### src/verilog/rwc_pkg.sv
package rwc_pkg;

  // register bus geometry
  localparam int unsigned AXI_AW       = 8;
  localparam int unsigned AXI_DW       = 32;
  localparam int unsigned AXI_SW       = AXI_DW / 8;

  // register byte addresses
  localparam logic [7:0] REG_CTRL      = 8'h00;
  localparam logic [7:0] REG_STATE     = 8'h04;
  localparam logic [7:0] REG_EVT_STAT  = 8'h08;
  localparam logic [7:0] REG_EVT_MASK  = 8'h0c;

  // control register field positions
  localparam int unsigned CTRL_SLEEP   = 0;   // write 1: enter power save
  localparam int unsigned CTRL_SOFT_RESET_BIT    = 1;   // write 1: soft reset
  localparam int unsigned CTRL_WEN     = 2;   // wake indicator enable
  localparam int unsigned CTRL_WPOL    = 3;   // 1: indicator active high
  localparam int unsigned CTRL_WPP     = 4;   // 1: push-pull, 0: open drain
  localparam int unsigned CTRL_W       = 5;

  // event status / mask bit positions
  localparam int unsigned EV_WAKE      = 0;   // wake event detected
  localparam int unsigned EV_WOKE      = 1;   // host write woke device
  localparam int unsigned EV_REFUSED   = 2;   // write ignored before read
  localparam int unsigned EV_W         = 3;

  // reset values
  localparam logic [CTRL_W-1:0] CTRL_RST = 5'h00;
  localparam logic [EV_W-1:0]   EV_RST   = 3'h0;
  localparam logic [1:0]        SYNC_RST = 2'h0;
  localparam logic [1:0]        SYNC_ONE = 2'h1;

  // bus responses
  localparam logic [1:0] RESP_OKAY     = 2'h0;
  localparam logic [1:0] RESP_SLVERR   = 2'h2;

  // host strobe positions in the edge detector
  localparam int unsigned STB_RD       = 0;
  localparam int unsigned STB_WR       = 1;
  localparam int unsigned STB_W        = 2;

  // power / access state
  typedef enum logic [2:0] {
    ST_NEED_READ = 3'h1,
    ST_ACTIVE    = 3'h2,
    ST_SLEEP     = 3'h4
  } rwc_state_e;

  // true when a word address matches a register offset
  function automatic logic rwc_hit(input logic [AXI_AW-1:0] a,
                                   input logic [AXI_AW-1:0] off);
    rwc_hit = (a[AXI_AW-1:2] == off[AXI_AW-1:2]);
  endfunction : rwc_hit

endpackage : rwc_pkg

### src/verilog/rwc_edge_det.sv
`timescale 1ns/1ps
`default_nettype none

module rwc_edge_det
  import rwc_pkg::*;
(
  // clock and reset
  input  wire logic             aclk,
  input  wire logic             rst_n,
  // qualified cycle levels
  input  wire logic [STB_W-1:0] level,
  // one-cycle start pulses
  output logic      [STB_W-1:0] start
);

  logic [STB_W-1:0] prev;       // level one cycle ago
  logic [STB_W-1:0] next_prev;  // next value of prev

  // one detector per strobe
  for (genvar i = 0; i < STB_W; i++) begin : g_det
    always_comb begin
      next_prev[i] = level[i];
      start[i]     = level[i] & ~prev[i];
    end
  end

  // level history
  always_ff @(posedge aclk or negedge rst_n) begin
    if (!rst_n) begin
      prev <= '0;
    end else begin
      prev <= next_prev;
    end
  end

endmodule : rwc_edge_det

`default_nettype wire

### src/verilog/rwc_reset_sync.sv
`timescale 1ns/1ps
`default_nettype none

module rwc_reset_sync
  import rwc_pkg::*;
(
  // clock and reset sources
  input  wire logic aclk,
  input  wire logic hw_reset_in_n,
  input  wire logic sync_clear,
  // combined reset
  output logic      rst_n
);

  logic [1:0] stage;       // release pipeline
  logic [1:0] next_stage;  // next value of the pipeline

  // bus reset and soft reset act on the clock; ones shift in afterwards
  always_comb begin
    if (sync_clear) begin
      next_stage = SYNC_RST;
    end else begin
      next_stage = {stage[0], SYNC_ONE[0]};
    end
  end

  // pin reset clears at once, release follows two clock edges
  always_ff @(posedge aclk or negedge hw_reset_in_n) begin
    if (!hw_reset_in_n) begin
      stage <= SYNC_RST;
    end else begin
      stage <= next_stage;
    end
  end

  // only the second stage leaves this module
  assign rst_n = stage[1];

endmodule : rwc_reset_sync

`default_nettype wire

### src/verilog/rwc_reset_wake.sv
// Behaviour
// - reset pin clears all logic and registers
// - writes ignored until first read after reset/wake
// - enabled wake indicator asserts on wake event
// - indicator polarity and driver type configurable
// - wake event never ends power save itself
// - power save ends only on host write cycle
// - any write wakes, whatever address or data
//
// Our own choices: the placing of the registers and the AXI4-Lite slave port.
`timescale 1ns/1ps
`default_nettype none

module rwc_reset_wake
  import rwc_pkg::*;
(
  // clock and bus reset
  input  wire logic              aclk,
  input  wire logic              aresetn,
  // reset pin
  input  wire logic              hw_reset_in_n,
  // host bus strobes
  input  wire logic              chip_sel_low,
  input  wire logic              write_strobe_low,
  input  wire logic              read_strobe_low,
  // wake event from detection logic
  input  wire logic              wake_event_in,
  // host access results
  output logic                   host_write_ok,
  output logic                   host_read_seen,
  output logic                   power_saving,
  // wake indicator pin
  output logic                   wake_indicator_o,
  output logic                   wake_indicator_oe,
  // interrupt
  output logic                   irq,
  // axi4-lite write address
  input  wire logic [AXI_AW-1:0] s_awaddr,
  input  wire logic              s_awvalid,
  output logic                   s_awready,
  // axi4-lite write data
  input  wire logic [AXI_DW-1:0] s_wdata,
  input  wire logic [AXI_SW-1:0] s_wstrb,
  input  wire logic              s_wvalid,
  output logic                   s_wready,
  // axi4-lite write response
  output logic [1:0]             s_bresp,
  output logic                   s_bvalid,
  input  wire logic              s_bready,
  // axi4-lite read address
  input  wire logic [AXI_AW-1:0] s_araddr,
  input  wire logic              s_arvalid,
  output logic                   s_arready,
  // axi4-lite read data
  output logic [AXI_DW-1:0]      s_rdata,
  output logic [1:0]             s_rresp,
  output logic                   s_rvalid,
  input  wire logic              s_rready
);

  // internal reset and strobe pulses
  logic             rst_n;        // combined, released on the clock
  logic             soft_rst;     // soft reset pulse after its response
  logic [STB_W-1:0] stb_level;    // qualified host cycles
  logic [STB_W-1:0] stb_start;    // first cycle of each host cycle

  // access state
  rwc_state_e state;
  rwc_state_e next_state;

  // bus slave holding registers
  logic              aw_have, next_aw_have;
  logic [AXI_AW-1:0] aw_addr, next_aw_addr;
  logic              w_have,  next_w_have;
  logic [AXI_DW-1:0] w_data,  next_w_data;
  logic [AXI_SW-1:0] w_strb,  next_w_strb;
  logic              next_bvalid;
  logic [1:0]        next_bresp;
  logic              next_rvalid;
  logic [1:0]        next_rresp;
  logic [AXI_DW-1:0] next_rdata;

  // software registers
  logic [CTRL_W-1:0] ctrl, next_ctrl;      // persistent control bits
  logic [EV_W-1:0]   ev_stat, next_ev_stat; // sticky events
  logic [EV_W-1:0]   ev_mask, next_ev_mask; // interrupt mask
  logic              soft_reset_bit_pend, next_soft_reset_bit_pend;

  // decoded actions
  logic            wr_fire;    // register write performed this cycle
  logic            sleep_go;   // software asks for power save
  logic [EV_W-1:0] ev_set;     // hardware events this cycle
  logic [EV_W-1:0] ev_clr;     // write-one-to-clear mask
  logic            wake_act;   // indicator logically asserted

  // pin reset plus bus or soft reset, released together
  rwc_reset_sync u_rst (
    .aclk          (aclk),
    .hw_reset_in_n (hw_reset_in_n),
    .sync_clear    (!aresetn || soft_rst),
    .rst_n         (rst_n)
  );

  // host strobes qualified by chip select
  assign stb_level[STB_RD] = !chip_sel_low && !read_strobe_low;
  assign stb_level[STB_WR] = !chip_sel_low && !write_strobe_low;

  rwc_edge_det u_edge (
    .aclk  (aclk),
    .rst_n (rst_n),
    .level (stb_level),
    .start (stb_start)
  );

  // access state: read unlocks writes, write ends power save
  always_comb begin
    next_state     = state;
    host_write_ok  = 1'b0;
    host_read_seen = stb_start[STB_RD];
    ev_set         = EV_RST;
    ev_set[EV_WAKE] = wake_event_in;
    unique case (state)
      // writes are dropped until the host reads once
      ST_NEED_READ: begin
        ev_set[EV_REFUSED] = stb_start[STB_WR];
        if (stb_start[STB_RD]) begin
          next_state = ST_ACTIVE;
        end
      end
      // normal operation
      ST_ACTIVE: begin
        host_write_ok = stb_start[STB_WR];
        if (sleep_go) begin
          next_state = ST_SLEEP;
        end
      end
      // only a write cycle leaves, address and data ignored
      ST_SLEEP: begin
        if (stb_start[STB_WR]) begin
          next_state      = ST_NEED_READ;
          ev_set[EV_WOKE] = 1'b1;
        end
      end
    endcase
  end

  // power save flag follows the state
  assign power_saving = (state == ST_SLEEP);

  // state register
  always_ff @(posedge aclk or negedge rst_n) begin
    if (!rst_n) begin
      state <= ST_NEED_READ;
    end else begin
      state <= next_state;
    end
  end

  // write channel: address and data taken in any order
  always_comb begin
    next_aw_have = aw_have;
    next_aw_addr = aw_addr;
    next_w_have  = w_have;
    next_w_data  = w_data;
    next_w_strb  = w_strb;
    next_bvalid  = s_bvalid;
    next_bresp   = s_bresp;
    s_awready    = !aw_have && !s_bvalid;
    s_wready     = !w_have && !s_bvalid;
    wr_fire      = aw_have && w_have && !s_bvalid;
    if (s_awvalid && s_awready) begin
      next_aw_have = 1'b1;
      next_aw_addr = s_awaddr;
    end
    if (s_wvalid && s_wready) begin
      next_w_have = 1'b1;
      next_w_data = s_wdata;
      next_w_strb = s_wstrb;
    end
    // both halves held: perform and answer
    if (wr_fire) begin
      next_aw_have = 1'b0;
      next_w_have  = 1'b0;
      next_bvalid  = 1'b1;
      if (rwc_hit(aw_addr, REG_CTRL) || rwc_hit(aw_addr, REG_STATE) ||
          rwc_hit(aw_addr, REG_EVT_STAT) ||
          rwc_hit(aw_addr, REG_EVT_MASK)) begin
        next_bresp = RESP_OKAY;
      end else begin
        next_bresp = RESP_SLVERR;   // unmapped
      end
    end else if (s_bvalid && s_bready) begin
      next_bvalid = 1'b0;
    end
  end

  // register file updates
  always_comb begin
    next_ctrl      = ctrl;
    next_ev_mask   = ev_mask;
    next_soft_reset_bit_pend = soft_reset_bit_pend;
    sleep_go       = 1'b0;
    ev_clr         = EV_RST;
    if (wr_fire && w_strb[0]) begin
      // control: sleep and soft reset are actions, rest persist
      if (rwc_hit(aw_addr, REG_CTRL)) begin
        next_ctrl      = w_data[CTRL_W-1:0];
        next_ctrl[CTRL_SLEEP] = 1'b0;
        next_ctrl[CTRL_SOFT_RESET_BIT]  = 1'b0;
        sleep_go       = w_data[CTRL_SLEEP];
        next_soft_reset_bit_pend = soft_reset_bit_pend || w_data[CTRL_SOFT_RESET_BIT];
      end
      // event status: write one to clear
      if (rwc_hit(aw_addr, REG_EVT_STAT)) begin
        ev_clr = w_data[EV_W-1:0];
      end
      // event mask
      if (rwc_hit(aw_addr, REG_EVT_MASK)) begin
        next_ev_mask = w_data[EV_W-1:0];
      end
    end
    // a new event wins over a clear in the same cycle
    next_ev_stat = (ev_stat & ~ev_clr) | ev_set;
  end

  // soft reset fires once its write has been answered
  assign soft_rst = soft_reset_bit_pend && s_bvalid && s_bready;

  // read channel: one cycle to answer
  always_comb begin
    next_rvalid = s_rvalid;
    next_rresp  = s_rresp;
    next_rdata  = s_rdata;
    s_arready   = !s_rvalid;
    if (s_arvalid && s_arready) begin
      next_rvalid = 1'b1;
      next_rresp  = RESP_OKAY;
      next_rdata  = '0;
      if (rwc_hit(s_araddr, REG_CTRL)) begin
        next_rdata[CTRL_W-1:0] = ctrl;
      end else if (rwc_hit(s_araddr, REG_STATE)) begin
        next_rdata[$bits(state)-1:0] = state;
      end else if (rwc_hit(s_araddr, REG_EVT_STAT)) begin
        next_rdata[EV_W-1:0] = ev_stat;
      end else if (rwc_hit(s_araddr, REG_EVT_MASK)) begin
        next_rdata[EV_W-1:0] = ev_mask;
      end else begin
        next_rresp = RESP_SLVERR;   // unmapped
      end
    end else if (s_rvalid && s_rready) begin
      next_rvalid = 1'b0;
    end
  end

  // bus and register flops, all cleared by any reset
  always_ff @(posedge aclk or negedge rst_n) begin
    if (!rst_n) begin
      aw_have   <= 1'b0;
      aw_addr   <= '0;
      w_have    <= 1'b0;
      w_data    <= '0;
      w_strb    <= '0;
      s_bvalid  <= 1'b0;
      s_bresp   <= RESP_OKAY;
      s_rvalid  <= 1'b0;
      s_rresp   <= RESP_OKAY;
      s_rdata   <= '0;
      ctrl      <= CTRL_RST;
      ev_stat   <= EV_RST;
      ev_mask   <= EV_RST;
      soft_reset_bit_pend <= 1'b0;
    end else begin
      aw_have   <= next_aw_have;
      aw_addr   <= next_aw_addr;
      w_have    <= next_w_have;
      w_data    <= next_w_data;
      w_strb    <= next_w_strb;
      s_bvalid  <= next_bvalid;
      s_bresp   <= next_bresp;
      s_rvalid  <= next_rvalid;
      s_rresp   <= next_rresp;
      s_rdata   <= next_rdata;
      ctrl      <= next_ctrl;
      ev_stat   <= next_ev_stat;
      ev_mask   <= next_ev_mask;
      soft_reset_bit_pend <= next_soft_reset_bit_pend;
    end
  end

  // level interrupt from unmasked sticky events
  assign irq = |(ev_stat & ev_mask);

  // indicator asserted while enabled and a wake event is pending
  assign wake_act = ctrl[CTRL_WEN] && ev_stat[EV_WAKE];

  // polarity and driver: open drain drives only its low level
  always_comb begin
    wake_indicator_o  = ctrl[CTRL_WPOL] ? wake_act : !wake_act;
    wake_indicator_oe = ctrl[CTRL_WPP] || !wake_indicator_o;
  end

endmodule : rwc_reset_wake

`default_nettype wire
### config.mk
export PLATFORM = sky130hd
export DESIGN_NAME = rwc_reset_wake
export DESIGN_NICKNAME = d
export VERILOG_FILES = /design/src/verilog/rwc_pkg.sv /design/src/verilog/rwc_edge_det.sv /design/src/verilog/rwc_reset_sync.sv /design/src/verilog/rwc_reset_wake.sv
export SDC_FILE = /design/constraint.sdc
export NUM_CORES = 1
export LEC_CHECK = 0
export BUFFER_PORTS_ARGS = -buffer_cell sky130_fd_sc_hd__buf_2
export CAP_MARGIN = 0
export CORE_ASPECT_RATIO = 2
export CORE_MARGIN = 2
export CORE_UTILIZATION = 47
export CTS_CLUSTER_DIAMETER = 50
export CTS_CLUSTER_SIZE = 8
export DETAILED_ROUTE_END_ITERATION = 8
export PLACE_DENSITY = 0.82
export REMOVE_ABC_BUFFERS = 1
export SLEW_MARGIN = 25
export SYNTH_ARGS = -nofsm -noshare
export SYNTH_HDL_FRONTEND = slang
export SYNTH_SLANG_ARGS = --single-unit
### constraint.sdc
create_clock -name aclk -period 4.05 [get_ports aclk]
set_clock_uncertainty 0.1 [all_clocks]
set_input_delay 0.81 -clock aclk [delete_from_list [all_inputs] [get_ports aclk]]
set_output_delay 0.81 -clock aclk [all_outputs]
set_load 0.1 [all_outputs]
==> Flow_metrics.wiki, run 1 <==
{| class="wikitable"
! Metric !! Value
|-
| Number of cells upsized or downsized after cts || 0
|-
| Final Cycle Share || 0.7540
|-
| Vertical die dimension || 95.05 um
|-
| Placed cell area || 0.002136 mm^2
|-
| Cell count after synthesis || approximately 170
|-
| Combinational family with the most area after synthesis || simple AND/OR/NAND/NOR gates
|-
| Count of TritonRoute iterations in the first routing pass || 4
|-
| Die Wd || 49.53 um
|-
| CTS tree || done
|-
| Count of buffers from port buffering || 47
|-
| Tightest Hold Check Type || input port to async pin
|-
| Clock tree root driver cell || sky130_fd_sc_hd__clkbuf_8
|-
| XOR/XNOR Fraction of Synth Area || 0.004496
|-
| Register clock-pin slew on the reported worst setup and hold paths || 0.08 ns
|-
| Share of the synthesized area in compound gates (AO/OA/AOI/OAI) || 0.07001
|-
| Area Overhead vs Synth || 15.16%
|-
| Fraction of synthesis flops using an asynchronous set or reset pin || 1.000
|-
| EDFF count, synth || 0
|-
| FMAX || 327.5 MHz
|-
| Detailed placement HPWL || 2706 um
|-
| Max-cap violations || 0
|-
| Part of the total power dissipated in the clock network || 0.182
|-
| Flip-flop cell with the highest count after synthesis || sky130_fd_sc_hd__dfrtp_1
|-
| Type of origin of the critical path || input port
|-
| Final net count || 282
|-
| Number of ports placed on the die boundary || 111
|-
| Netlist cell types || 35
|-
| Vias after detailed routing || 1343
|-
| Non-Filler Cell Area, Final || 0.002243 mm^2
|-
| Flop pwr share || 0.348
|-
| WP data arrival || 2.14 ns
|-
| Number of buffers inserted during clock tree synthesis || 5
|-
| Max VDD drop || 568.5 uV
|-
| Hold buffer count at cts || 0
|-
| Internal || between 800 and 900 uW
|-
| RSZ-0062 raised after global routing || false
|-
| Logic gate share of total power || 0.471
|-
| Main area contributors after synthesis || sky130_fd_sc_hd__dfrtp_1 50%, sky130_fd_sc_hd__mux2_2 12%, sky130_fd_sc_hd__buf_4 11%
|-
| Aggregate global routing overflow || 0
|-
| Multiplexer share of the synthesized area || 0.1329
|-
| Ratio of total power to cell area || 777.7 mW/mm^2
|-
| Slowest Stage Delay on Critical Path || 0.48 ns
|-
| Final period demand of the worst path || 3.054 ns
|-
| Antenna Nets Post-Route || 0
|-
| Drt wl/cell || 12.75 um
|-
| Fraction of power spent switching nets || 0.4953
|-
| Number of register bits inferred by synthesis || 40
|-
| Critical Path Most Common Cell || sky130_fd_sc_hd__buf_2
|-
| WL final || 3455 um
|-
| Area leader, netlist || sky130_fd_sc_hd__dfrtp_1
|-
| Adder-cell area share of the yosys netlist || 0
|-
| Antenna violations before repair || 0
|-
| Final-layout worst hold slack || 0.1854 ns
|-
| Summed instance area of the synthesized netlist || 0.001948 mm^2
|-
| Maximum fanout count along the critical path || 4
|-
| Number of global-route vias before repair || 1310
|-
| Die ar. || 0.004707 mm^2
|-
| Core footprint || 0.004046 mm^2
|-
| Global routing usage summed across all routing layers || 0.1568
|-
| Run status || complete, no violations
|-
| Fraction of final layout cells sized beyond drive strength 1 || 0.3790
|-
| Syn_area_per_cell || 11.74 um^2
|-
| Leakage power total || between 0.001 and 0.0015 uW
|-
| Count of final max-slew check failures || 0
|-
| Maximum level of the CTS H-tree || 2
|-
| Seq/Total Area, Yosys || 0.5145
|-
| Final routed DRC violation total || 0
|-
| Dominant cell by count in the synthesized netlist || sky130_fd_sc_hd__dfrtp_1
|-
| Type of destination of the critical path || output port
|-
| Power dissipated by switching net loads || slightly below 900 uW
|-
| Final-report setup violation count || 0
|-
| Global-route wire length before repair || about 5600 um
|-
| Ordered list of cells on the worst path || buf_2 > or3_1 > nor4b_1 > buf_2
|-
| Post-CTS Setup Bufs || 0
|-
| Final number of hold-violating endpoints || 0
|-
| Slew headroom || 0.6184
|-
| Ranking of synthesized cells by instance count || 39 x sky130_fd_sc_hd__dfrtp_1, 29 x sky130_fd_sc_hd__buf_4, 21 x sky130_fd_sc_hd__mux2_2
|-
| Transition time of the tightest slew-check pin || between 0.5 and 0.6 ns
|-
| Worst setup path class || input port to output port
|-
| Standard-cell row count || 33
|-
| Slowest library cell on the worst path || sky130_fd_sc_hd__buf_2
|-
| Starting Density || 0.4814
|-
| Buffers from clock root to sink, at most || 2
|-
| Maximum number of pins on one net before global-route repair || 39
|-
| Simple-gate share of the synthesized area || 0.1509
|-
| CP Data Required Time || roughly 3.1 ns
|-
| Antenna diodes || 0
|-
| Clock tree sinks || 40
|-
| Number of design-rule violations left by the first detailed-router iteration || 19
|-
| Post-detailed-route via-to-cell ratio || 4.956
|-
| Final weighted congestion of routability-driven global placement || 0.7572
|-
| Clock latency of the later-clocked register in the worst-skew pair || 0.29 ns
|-
| Syn. warnings || 0
|-
| Area fraction of the dominant cell type after synthesis || 0.5010
|}
[cells in the final DEF (no fill, tap or decap), types with 4 or more instances in the layout]
| cell type | instances |
|---|---|
| sky130_fd_sc_hd__a22o_1 | 5 |
| sky130_fd_sc_hd__nor2_1 | 10 |
| sky130_fd_sc_hd__inv_1 | 5 |
| sky130_fd_sc_hd__conb_1 | 29 |
| sky130_fd_sc_hd__nand2_1 | 6 |
| sky130_fd_sc_hd__mux2_2 | 21 |
| sky130_fd_sc_hd__buf_2 | 47 |
| sky130_fd_sc_hd__nor2b_1 | 4 |
| sky130_fd_sc_hd__nor4b_1 | 4 |
| sky130_fd_sc_hd__o21ai_0 | 4 |
| sky130_fd_sc_hd__clkbuf_8 | 5 |
| sky130_fd_sc_hd__dfrtp_1 | 39 |
[power groups by stage]
stage	logic, uW	clock network [uW]	registers (uW)
final	821	317	607
after global routing	863	342	625
after CTS	830	326	607
after detailed placement	830	0	613
after global placement	816	0	610
after floorplan	647	0	658
[through the flow]
stage / std cells / utilization / setup slack [ns] / setup TNS (ns) / total power, uW
finish: 271 / 0.5544 / 0.9962 / 0 / 1745
global route: 271 / 0.5544 / 0.9412 / 0 / 1829
CTS: 271 / 0.5544 / 0.9593 / 0 / 1762
detailed placement: 263 / 0.5278 / 0.9593 / 0 / 1443
global placement: 263 / 0.5278 / 0.9788 / 0 / 1426
floorplan: 163 / - / -1.228 / -1.228 / 1305
[worst paths after layout]
path                             startpoint             end  slack, ns  cells after the start
setup / recovery           write_strobe_low   host_write_ok        1.0                      4
hold reg to reg              u_rst.stage[1]       w_data[4]       0.19                      1
max in group asynchronous    u_rst.stage[1]        state[0]       3.31                      1
hold / removal                hw_reset_in_n  u_rst.stage[1]       0.19                      1
min in group aclk            u_rst.stage[0]  u_rst.stage[1]       0.37                      1
setup reg to reg                 aw_addr[5]         ctrl[2]       1.95                      3
[state kept, by name, indices dropped and copies added (netlist names)]
signal	cells
w_strb	1
ev_stat	3
s_rvalid	1
s_rdata	5
w_have	1
soft_reset_bit_pend	1
u_edge.prev	2
w_data	5
u_rst.stage	2
s_rresp	1
ev_mask	3
s_bvalid	1
aw_have	1
s_bresp	1
ctrl	3
state	3
aw_addr	6
[kinds of logic after synthesis]
| logic type | after synthesis |
|---|---|
| buf+inv | 36 |
| simple gates | 47 |
| xor+xnor | 1 |
| compound gates | 19 |
| other cells | 1 |
| flops | 40 |
| mux | 22 |
[critical path, delay by kind of cell]
kind          cells  cell delay, ns
buf+inv           2            0.58
simple gates      2            0.75
[layout make-up]
| cell class | instances | area (um^2) |
|---|---|---|
| clock buffer | 6 | 72.57 |
| clock inverter | 2 | 35.03 |
| fill | 377 | 1803 |
| inverter | 5 | 18.77 |
| multi-input combinational | 118 | 807.0 |
| sequential | 40 | 1002 |
| tap | 52 | 65.06 |
| timing repair buffer | 48 | 242.7 |
[layer usage]
metal | track usage | share of wire | vias to the layer above
met3 | 0.03448 | 0.065 | 8
met2 | 0.2867 | 0.55 | 62
met4 | 0.09954 | 0.027 | 0
met1 | 0.1557 | 0.36 | 636
li1 | - | - | 637
met5 | 0 | 0 | -
No activity file was read; power rests on OpenSTA's default activity.
==> inputs of run 2 (changes only) <==
CORE_UTILIZATION = 44   (was 47)
PLACE_DENSITY = 0.77   (was 0.82)
clock period = 3 ns   (was 4.05 ns; I/O delays follow)
==> Flow_metrics.wiki, run 2 (synthesis gave the netlist of run 1 again) <==
{| class="wikitable"
! Metric !! Value
|-
| Die ar. || 0.005008 mm^2 (+6.4%)
|-
| Largest register FFs || 6 (unchanged)
|-
| Number of global-route vias before repair || 1338 (+2.1%)
|-
| Number of filler instances in the final layout || 401 (+6.4%)
|-
| Register containing the most flip-flops in the final layout || aw_addr
|-
| Slack of the worst reg-to-reg path || 0.95 ns (-1.00 ns)
|-
| R2R cell count || 3 (unchanged)
|-
| Aggregate global routing overflow || 0 (unchanged)
|-
| Final weighted congestion of routability-driven global placement || 0.7803 (+3.1%)
|-
| Antenna diodes || 0 (unchanged)
|-
| # placed instances || 266 (+1.1%)
|-
| Final-report setup violation count || 0 (unchanged)
|-
| Max-cap violations || 0 (unchanged)
|-
| Count of final max-slew check failures || 0 (unchanged)
|-
| Largest delay share family, worst path || simple AND/OR/NAND/NOR gates
|-
| WL final || 3521 um (+1.9%)
|-
| Final std cells w/o fill || 275 (+1.5%)
|-
| Detailed placement HPWL || 2807 um (+3.7%)
|-
| Max VDD drop || 641.3 uV (+13%)
|-
| Final Cycle Share || 0.8729
|-
| Part of the total power dissipated in the clock network || 0.184 (+0.002)
|-
| Count of buffers from port buffering || 47 (unchanged)
|-
| Antenna Nets Post-Route || 0 (unchanged)
|-
| Count of TritonRoute iterations in the first routing pass || 4 (unchanged)
|-
| CTS tree || done
|-
| Vertical die dimension || 98.10 um (+3.2%)
|-
| WP data arrival || 1.92 ns (-0.22 ns)
|-
| Final-layout worst hold slack || 0.2190 ns (+0.03364 ns)
|-
| Clock tree root driver cell || sky130_fd_sc_hd__clkbuf_8
|-
| Run status || complete, no violations
|-
| Worst setup path class || input port to output port
|-
| Slowest Stage Delay on Critical Path || 0.54 ns (+0.06 ns)
|-
| Logic gate share of total power || 0.468 (-0.003)
|-
| Post-detailed-route via-to-cell ratio || 4.855 (-2.0%)
|-
| Fraction of final layout cells sized beyond drive strength 1 || 0.3846 (+0.005620)
|-
| Die Wd || 51.05 um (+3.1%)
|-
| Transition time of the tightest slew-check pin || 0.7550 ns (+0.1873 ns)
|-
| Seq. cell area || 0.001002 mm^2 (unchanged)
|-
| Number of ports placed on the die boundary || 111 (unchanged)
|-
| Clock latency of the later-clocked register in the worst-skew pair || 0.29 ns (about the same)
|-
| Slew headroom || 0.4967 (-0.1217)
|-
| Standard-cell row count || 34 (+3.0%)
|-
| Tightest Hold Check Type || register to async pin
|-
| Worst flop-to-flop path endpoint || ctrl[3]
|-
| Register clock-pin slew on the reported worst setup and hold paths || 0.08 ns (about the same)
|-
| Type of origin of the critical path || input port
|-
| Fraction of power spent switching nets || 0.4960 (+0.0006235)
|-
| Vias after detailed routing || 1335 (-0.60%)
|-
| Core footprint || 0.004297 mm^2 (+6.2%)
|-
| Slowest library cell on the worst path || sky130_fd_sc_hd__nor4b_1
|-
| Flop pwr share || 0.348 (about the same)
|-
| Number of buffers inserted during clock tree synthesis || 5 (unchanged)
|-
| Commonest non-fill, non-tap cell in the layout || sky130_fd_sc_hd__buf_2
|-
| Maximum number of pins on one net before global-route repair || 20 (-49%)
|-
| Non-Filler Cell Area, Final || 0.002282 mm^2 (+1.7%)
|-
| Area occupied by multi-input gates || 807.0 um^2 (unchanged)
|-
| Maximum level of the CTS H-tree || 2 (unchanged)
|-
| Post-route core utilization || 0.5312 (-0.02326)
|-
| Largest registers || aw_addr x6, s_rdata x5, w_data x5
|-
| Antenna violations before repair || 0 (unchanged)
|-
| Ratio of total power to cell area || 1036 mW/mm^2 (+33%)
|-
| Final period demand of the worst path || 2.619 ns
|-
| Buffers from clock root to sink, at most || 2 (unchanged)
|-
| Clock tree sinks || 40 (unchanged)
|-
| Leakage power total || 0.001145 uW (+1.0%)
|-
| Final net count || 284 (+0.71%)
|-
| Critical path buffers and inverters || 2 (unchanged)
|-
| RSZ-0062 raised after global routing || false
|-
| Number of design-rule violations left by the first detailed-router iteration || 12 (-7)
|-
| Type of destination of the critical path || output port
|-
| Launch instance of the worst register-to-register path || aw_addr[5]
|-
| Internal || 1192 uW (+35%)
|-
| Final number of hold-violating endpoints || 0 (unchanged)
|-
| Crit path depth || 4 (unchanged)
|-
| CP Data Required Time || 2.30 ns (-0.84 ns)
|-
| Global routing usage summed across all routing layers || 0.1546 (-0.002193)
|-
| Placed cell area || 0.002161 mm^2 (+1.2%)
|-
| Final routed DRC violation total || 0 (unchanged)
|-
| FMAX || 381.9 MHz
|-
| Total power || 2365 uW (+36%)
|-
| Starting Density || 0.4534 (-0.02804)
|-
| Ordered list of cells on the worst path || buf_2 > or3_1 > nor4b_1 > buf_12
|-
| Commonest cells after routing, fill and taps aside || 46 x sky130_fd_sc_hd__buf_2, 39 x sky130_fd_sc_hd__dfrtp_1, 29 x sky130_fd_sc_hd__conb_1
|-
| Area Overhead vs Synth || 17.15%
|-
| Drt wl/cell || 12.80 um (+0.43%)
|-
| Global-route wire length before repair || 5823 um (+4.3%)
|-
| Maximum fanout count along the critical path || 4 (unchanged)
|-
| Power dissipated by switching net loads || 1173 uW (+36%)
|}
-- run 2: cell count changes in the layout (fill, tap and decap cells not counted) --
| cell | delta |
|---|---|
| sky130_fd_sc_hd__buf_12 | +1 |
| sky130_fd_sc_hd__buf_2 | -1 |
| sky130_fd_sc_hd__buf_4 | +1 |
| sky130_fd_sc_hd__clkbuf_1 | -1 |
| sky130_fd_sc_hd__clkinvlp_4 | +1 |
| sky130_fd_sc_hd__dlygate4sd3_1 | +1 |
-- run 2: worst max path at each step --
stage	from	end	slack [ns]
3_3_place_gp	write_strobe_low	host_write_ok	0.37
4_1_cts	write_strobe_low	host_write_ok	0.36
3_5_place_dp	write_strobe_low	host_write_ok	0.36
5_1_grt	write_strobe_low	host_write_ok	0.34
6_report	write_strobe_low	host_write_ok	0.38
2_1_floorplan	write_strobe_low	host_write_ok	-1.86
-- run 2: power by group through the flow --
stage	Sequential, uW	Combinational (uW)	Clock, uW
5_1_grt	851	1160	473
3_5_place_dp	837	1110	0
6_report	823	1110	436
2_1_floorplan	889	873	0
3_3_place_gp	831	1100	0
4_1_cts	827	1110	447
-- run 2: stage by stage --
| step | setup slack, ns | setup TNS [ns] |
|---|---|---|
| 2_1_floorplan | -1.858 | -6.787 |
| 3_3_place_gp | 0.3666 | 0 |
| 3_5_place_dp | 0.3642 | 0 |
| 4_1_cts | 0.3616 | 0 |
| 5_1_grt | 0.3363 | 0 |
| 6_report | 0.3814 | 0 |
-- run 2: final cells by class --
class | instances | share of cell area
Tap cell | 54 | 0.02961
Clock buffer | 5 | 0.03015
Inverter | 5 | 0.008224
Timing Repair Buffer | 50 | 0.1206
Sequential cell | 40 | 0.4391
Multi-Input combinational cell | 118 | 0.3536
Clock inverter | 3 | 0.01864
-- run 2: timing repair --
action,4_1_cts,5_1_grt
setup buffers,0,0
setup endpoints to repair,0,0
hold buffers,1,0
hold endpoints to repair,2,0
gates resized for setup,0,0
-- run 2: per-layer routing --
layer	global-route usage	vias up	routed length [um]
met1	0.1495	637	1200
met5	0	-	0
met2	0.2887	57	2026
met4	0.07277	0	68
met3	0.03823	6	226
li1	-	635	-
==> inputs of run 3 (changes only) <==
CORE_UTILIZATION = 47   (was 44)
PLACE_DENSITY = 0.82   (was 0.77)
clock period = 3.2 ns   (was 3 ns; I/O delays follow)
==> Flow_metrics.wiki, run 3 (synthesis gave the netlist of run 1 again) <==
{| class="wikitable"
! Metric !! Value
|-
| Commonest non-fill, non-tap cell in the layout || sky130_fd_sc_hd__buf_2
|-
| Die Wd || 49.53 um (-3.0%)
|-
| Final Cycle Share || 0.8447
|-
| Slew headroom || 0.6346 (+0.1379)
|-
| Vertical die dimension || 95.05 um (-3.1%)
|-
| Final std cells w/o fill || 272 (-1.1%)
|-
| WP data arrival || 1.96 ns (+0.04 ns)
|-
| Clock tree sinks || 40 (unchanged)
|-
| Core footprint || 0.004046 mm^2 (-5.8%)
|-
| Worst flop-to-flop path endpoint || ctrl[2]
|-
| Final net count || 283 (-0.35%)
|-
| Starting Density || 0.4814 (+0.02804)
|-
| Maximum fanout count along the critical path || 4 (unchanged)
|-
| Hold buffer count at cts || 0 (-1)
|-
| # placed instances || 263 (-1.1%)
|-
| Final period demand of the worst path || 2.703 ns
|-
| Run status || complete, no violations
|-
| Placed cell area || 0.002136 mm^2 (-1.2%)
|-
| Post-detailed-route via-to-cell ratio || 5.004 (+3.1%)
|-
| Final number of hold-violating endpoints || 0 (unchanged)
|-
| Register containing the most flip-flops in the final layout || aw_addr
|-
| Register clock-pin slew on the reported worst setup and hold paths || 0.08 ns (about the same)
|-
| Met1 Resource Use GR || 0.1611 (+0.01158)
|-
| Final-report setup violation count || 0 (unchanged)
|-
| Clock latency of the later-clocked register in the worst-skew pair || 0.30 ns (about the same)
|-
| Max VDD drop || 600.4 uV (-6.4%)
|-
| FMAX || 369.9 MHz
|-
| Number of global-route vias before repair || 1272 (-4.9%)
|-
| Commonest cells after routing, fill and taps aside || 47 x sky130_fd_sc_hd__buf_2, 39 x sky130_fd_sc_hd__dfrtp_1, 29 x sky130_fd_sc_hd__conb_1
|-
| Final weighted congestion of routability-driven global placement || 0.7674 (-1.7%)
|-
| Detailed placement HPWL || 2742 um (-2.3%)
|-
| Area Overhead vs Synth || 14.52%
|-
| Transition time of the tightest slew-check pin || 0.5436 ns (-0.2113 ns)
|-
| Type of destination of the critical path || output port
|-
| Met2 layer usage reported by global route || 0.2878 (-0.0009335)
|-
| Number of cells upsized or downsized after cts || 0 (unchanged)
|-
| Launch instance of the worst register-to-register path || aw_addr[5]
|-
| Global-route wire length before repair || 5699 um (-2.1%)
|-
| Fraction of final layout cells sized beyond drive strength 1 || 0.3773 (-0.007343)
|-
| Ratio of total power to cell area || 957.0 mW/mm^2 (-7.7%)
|-
| WL final || 3546 um (+0.71%)
|-
| Worst setup path class || input port to output port
|-
| Largest register FFs || 6 (unchanged)
|-
| Count of buffers from port buffering || 47 (unchanged)
|-
| Number of design-rule violations left by the first detailed-router iteration || 24 (+12)
|-
| Type of origin of the critical path || input port
|-
| Max-cap violations || 0 (unchanged)
|-
| Largest registers || aw_addr x6, s_rdata x5, w_data x5
|-
| Drt wl/cell || 13.04 um (+1.8%)
|-
| Final routed DRC violation total || 0 (unchanged)
|-
| Die ar. || 0.004707 mm^2 (-6.0%)
|-
| Maximum number of pins on one net before global-route repair || 27 (+35%)
|-
| CP Data Required Time || 2.46 ns (+0.16 ns)
|-
| Clock tree root driver cell || sky130_fd_sc_hd__clkbuf_8
|-
| Antenna diodes || 0 (unchanged)
|-
| Maximum level of the CTS H-tree || 2 (unchanged)
|-
| R2R cell count || 3 (unchanged)
|-
| Global routing usage summed across all routing layers || 0.1628 (+0.008233)
|-
| Number of ports placed on the die boundary || 111 (unchanged)
|-
| Aggregate global routing overflow || 0 (unchanged)
|-
| Number of buffers inserted during clock tree synthesis || 5 (unchanged)
|-
| Leakage power total || 0.001124 uW (-1.9%)
|-
| Antenna violations before repair || 0 (unchanged)
|-
| Slack of the worst reg-to-reg path || 1.14 ns (+0.19 ns)
|-
| Standard-cell row count || 33 (-2.9%)
|-
| Global-route layer with the greatest usage || met2
|-
| Vias after detailed routing || 1361 (+1.9%)
|-
| Routing usage on met3 || 0.05486 (+0.01663)
|-
| RSZ-0062 raised after global routing || false
|-
| Count of final max-slew check failures || 0 (unchanged)
|-
| Buffers from clock root to sink, at most || 2 (unchanged)
|-
| CTS tree || done
|-
| Post-CTS Setup Bufs || 0 (unchanged)
|-
| Tightest Hold Check Type || register to async pin
|-
| Non-Filler Cell Area, Final || 0.002231 mm^2 (-2.2%)
|-
| Antenna Nets Post-Route || 0 (unchanged)
|-
| Count of TritonRoute iterations in the first routing pass || 4 (unchanged)
|}
[run 3: changes by cell type in the layout (fill, tap and decap cells not counted)]
cell	delta
sky130_fd_sc_hd__bufinv_16	-1
sky130_fd_sc_hd__buf_2	+1
sky130_fd_sc_hd__buf_4	-1
sky130_fd_sc_hd__clkbuf_1	+1
sky130_fd_sc_hd__buf_12	-1
[run 3: power breakdown]
| group | total, uW | internal (uW) | leakage (uW) | switching (uW) |
|---|---|---|---|---|
| clock | 322 | 152 | 0.0000412 | 170 |
| combinational | 1040 | 238 | 0.000579 | 801 |
| sequential | 774 | 645 | 0.000503 | 128 |
| total | 2130 | 1040 | 0.00112 | 1100 |
[run 3: final cells by class]
cell class	instances	area, um^2
fill	363	1815
sequential	40	1002
clock inverter	2	12.51
clock buffer	6	72.57
tap	52	65.06
inverter	5	18.77
multi-input combinational	118	807.0
timing repair buffer	49	252.7
[run 3: layer usage]
layer,vias up,share of wire
met5,-,0
met4,0,0.029
met3,10,0.072
met2,64,0.54
met1,658,0.35
li1,629,-
[run 3: worst max-delay path by stage]
stage / depth (start not counted) / end / startpoint / slack (ns)
floorplan: 2 / host_write_ok / write_strobe_low / -1.74
global placement: 4 / host_write_ok / write_strobe_low / 0.47
detailed placement: 4 / host_write_ok / write_strobe_low / 0.46
CTS: 4 / host_write_ok / write_strobe_low / 0.46
global route: 4 / host_write_ok / write_strobe_low / 0.43
finish: 4 / host_write_ok / write_strobe_low / 0.50
[run 3: worst max-delay path, stage by stage]
cell and delay [ns]:
sky130_fd_sc_hd__buf_2 0.10, sky130_fd_sc_hd__or3_1 0.43, sky130_fd_sc_hd__nor4b_1 0.31, sky130_fd_sc_hd__buf_2 0.48
[run 3: metrics by stage]
step                      utilization  worst slack [ns]  setup TNS, ns  hold slack [ns]  total power, uW
after global placement         0.5278            0.4662              0           0.1169             1805
after detailed placement       0.5278            0.4561              0           0.1148             1827
after floorplan                     -            -1.738         -3.490           0.2444             1652
final                          0.5513            0.4969              0           0.1119             2135
after global routing           0.5513            0.4337              0           0.1579             2241
after CTS                      0.5489            0.4561              0         0.003254             2151
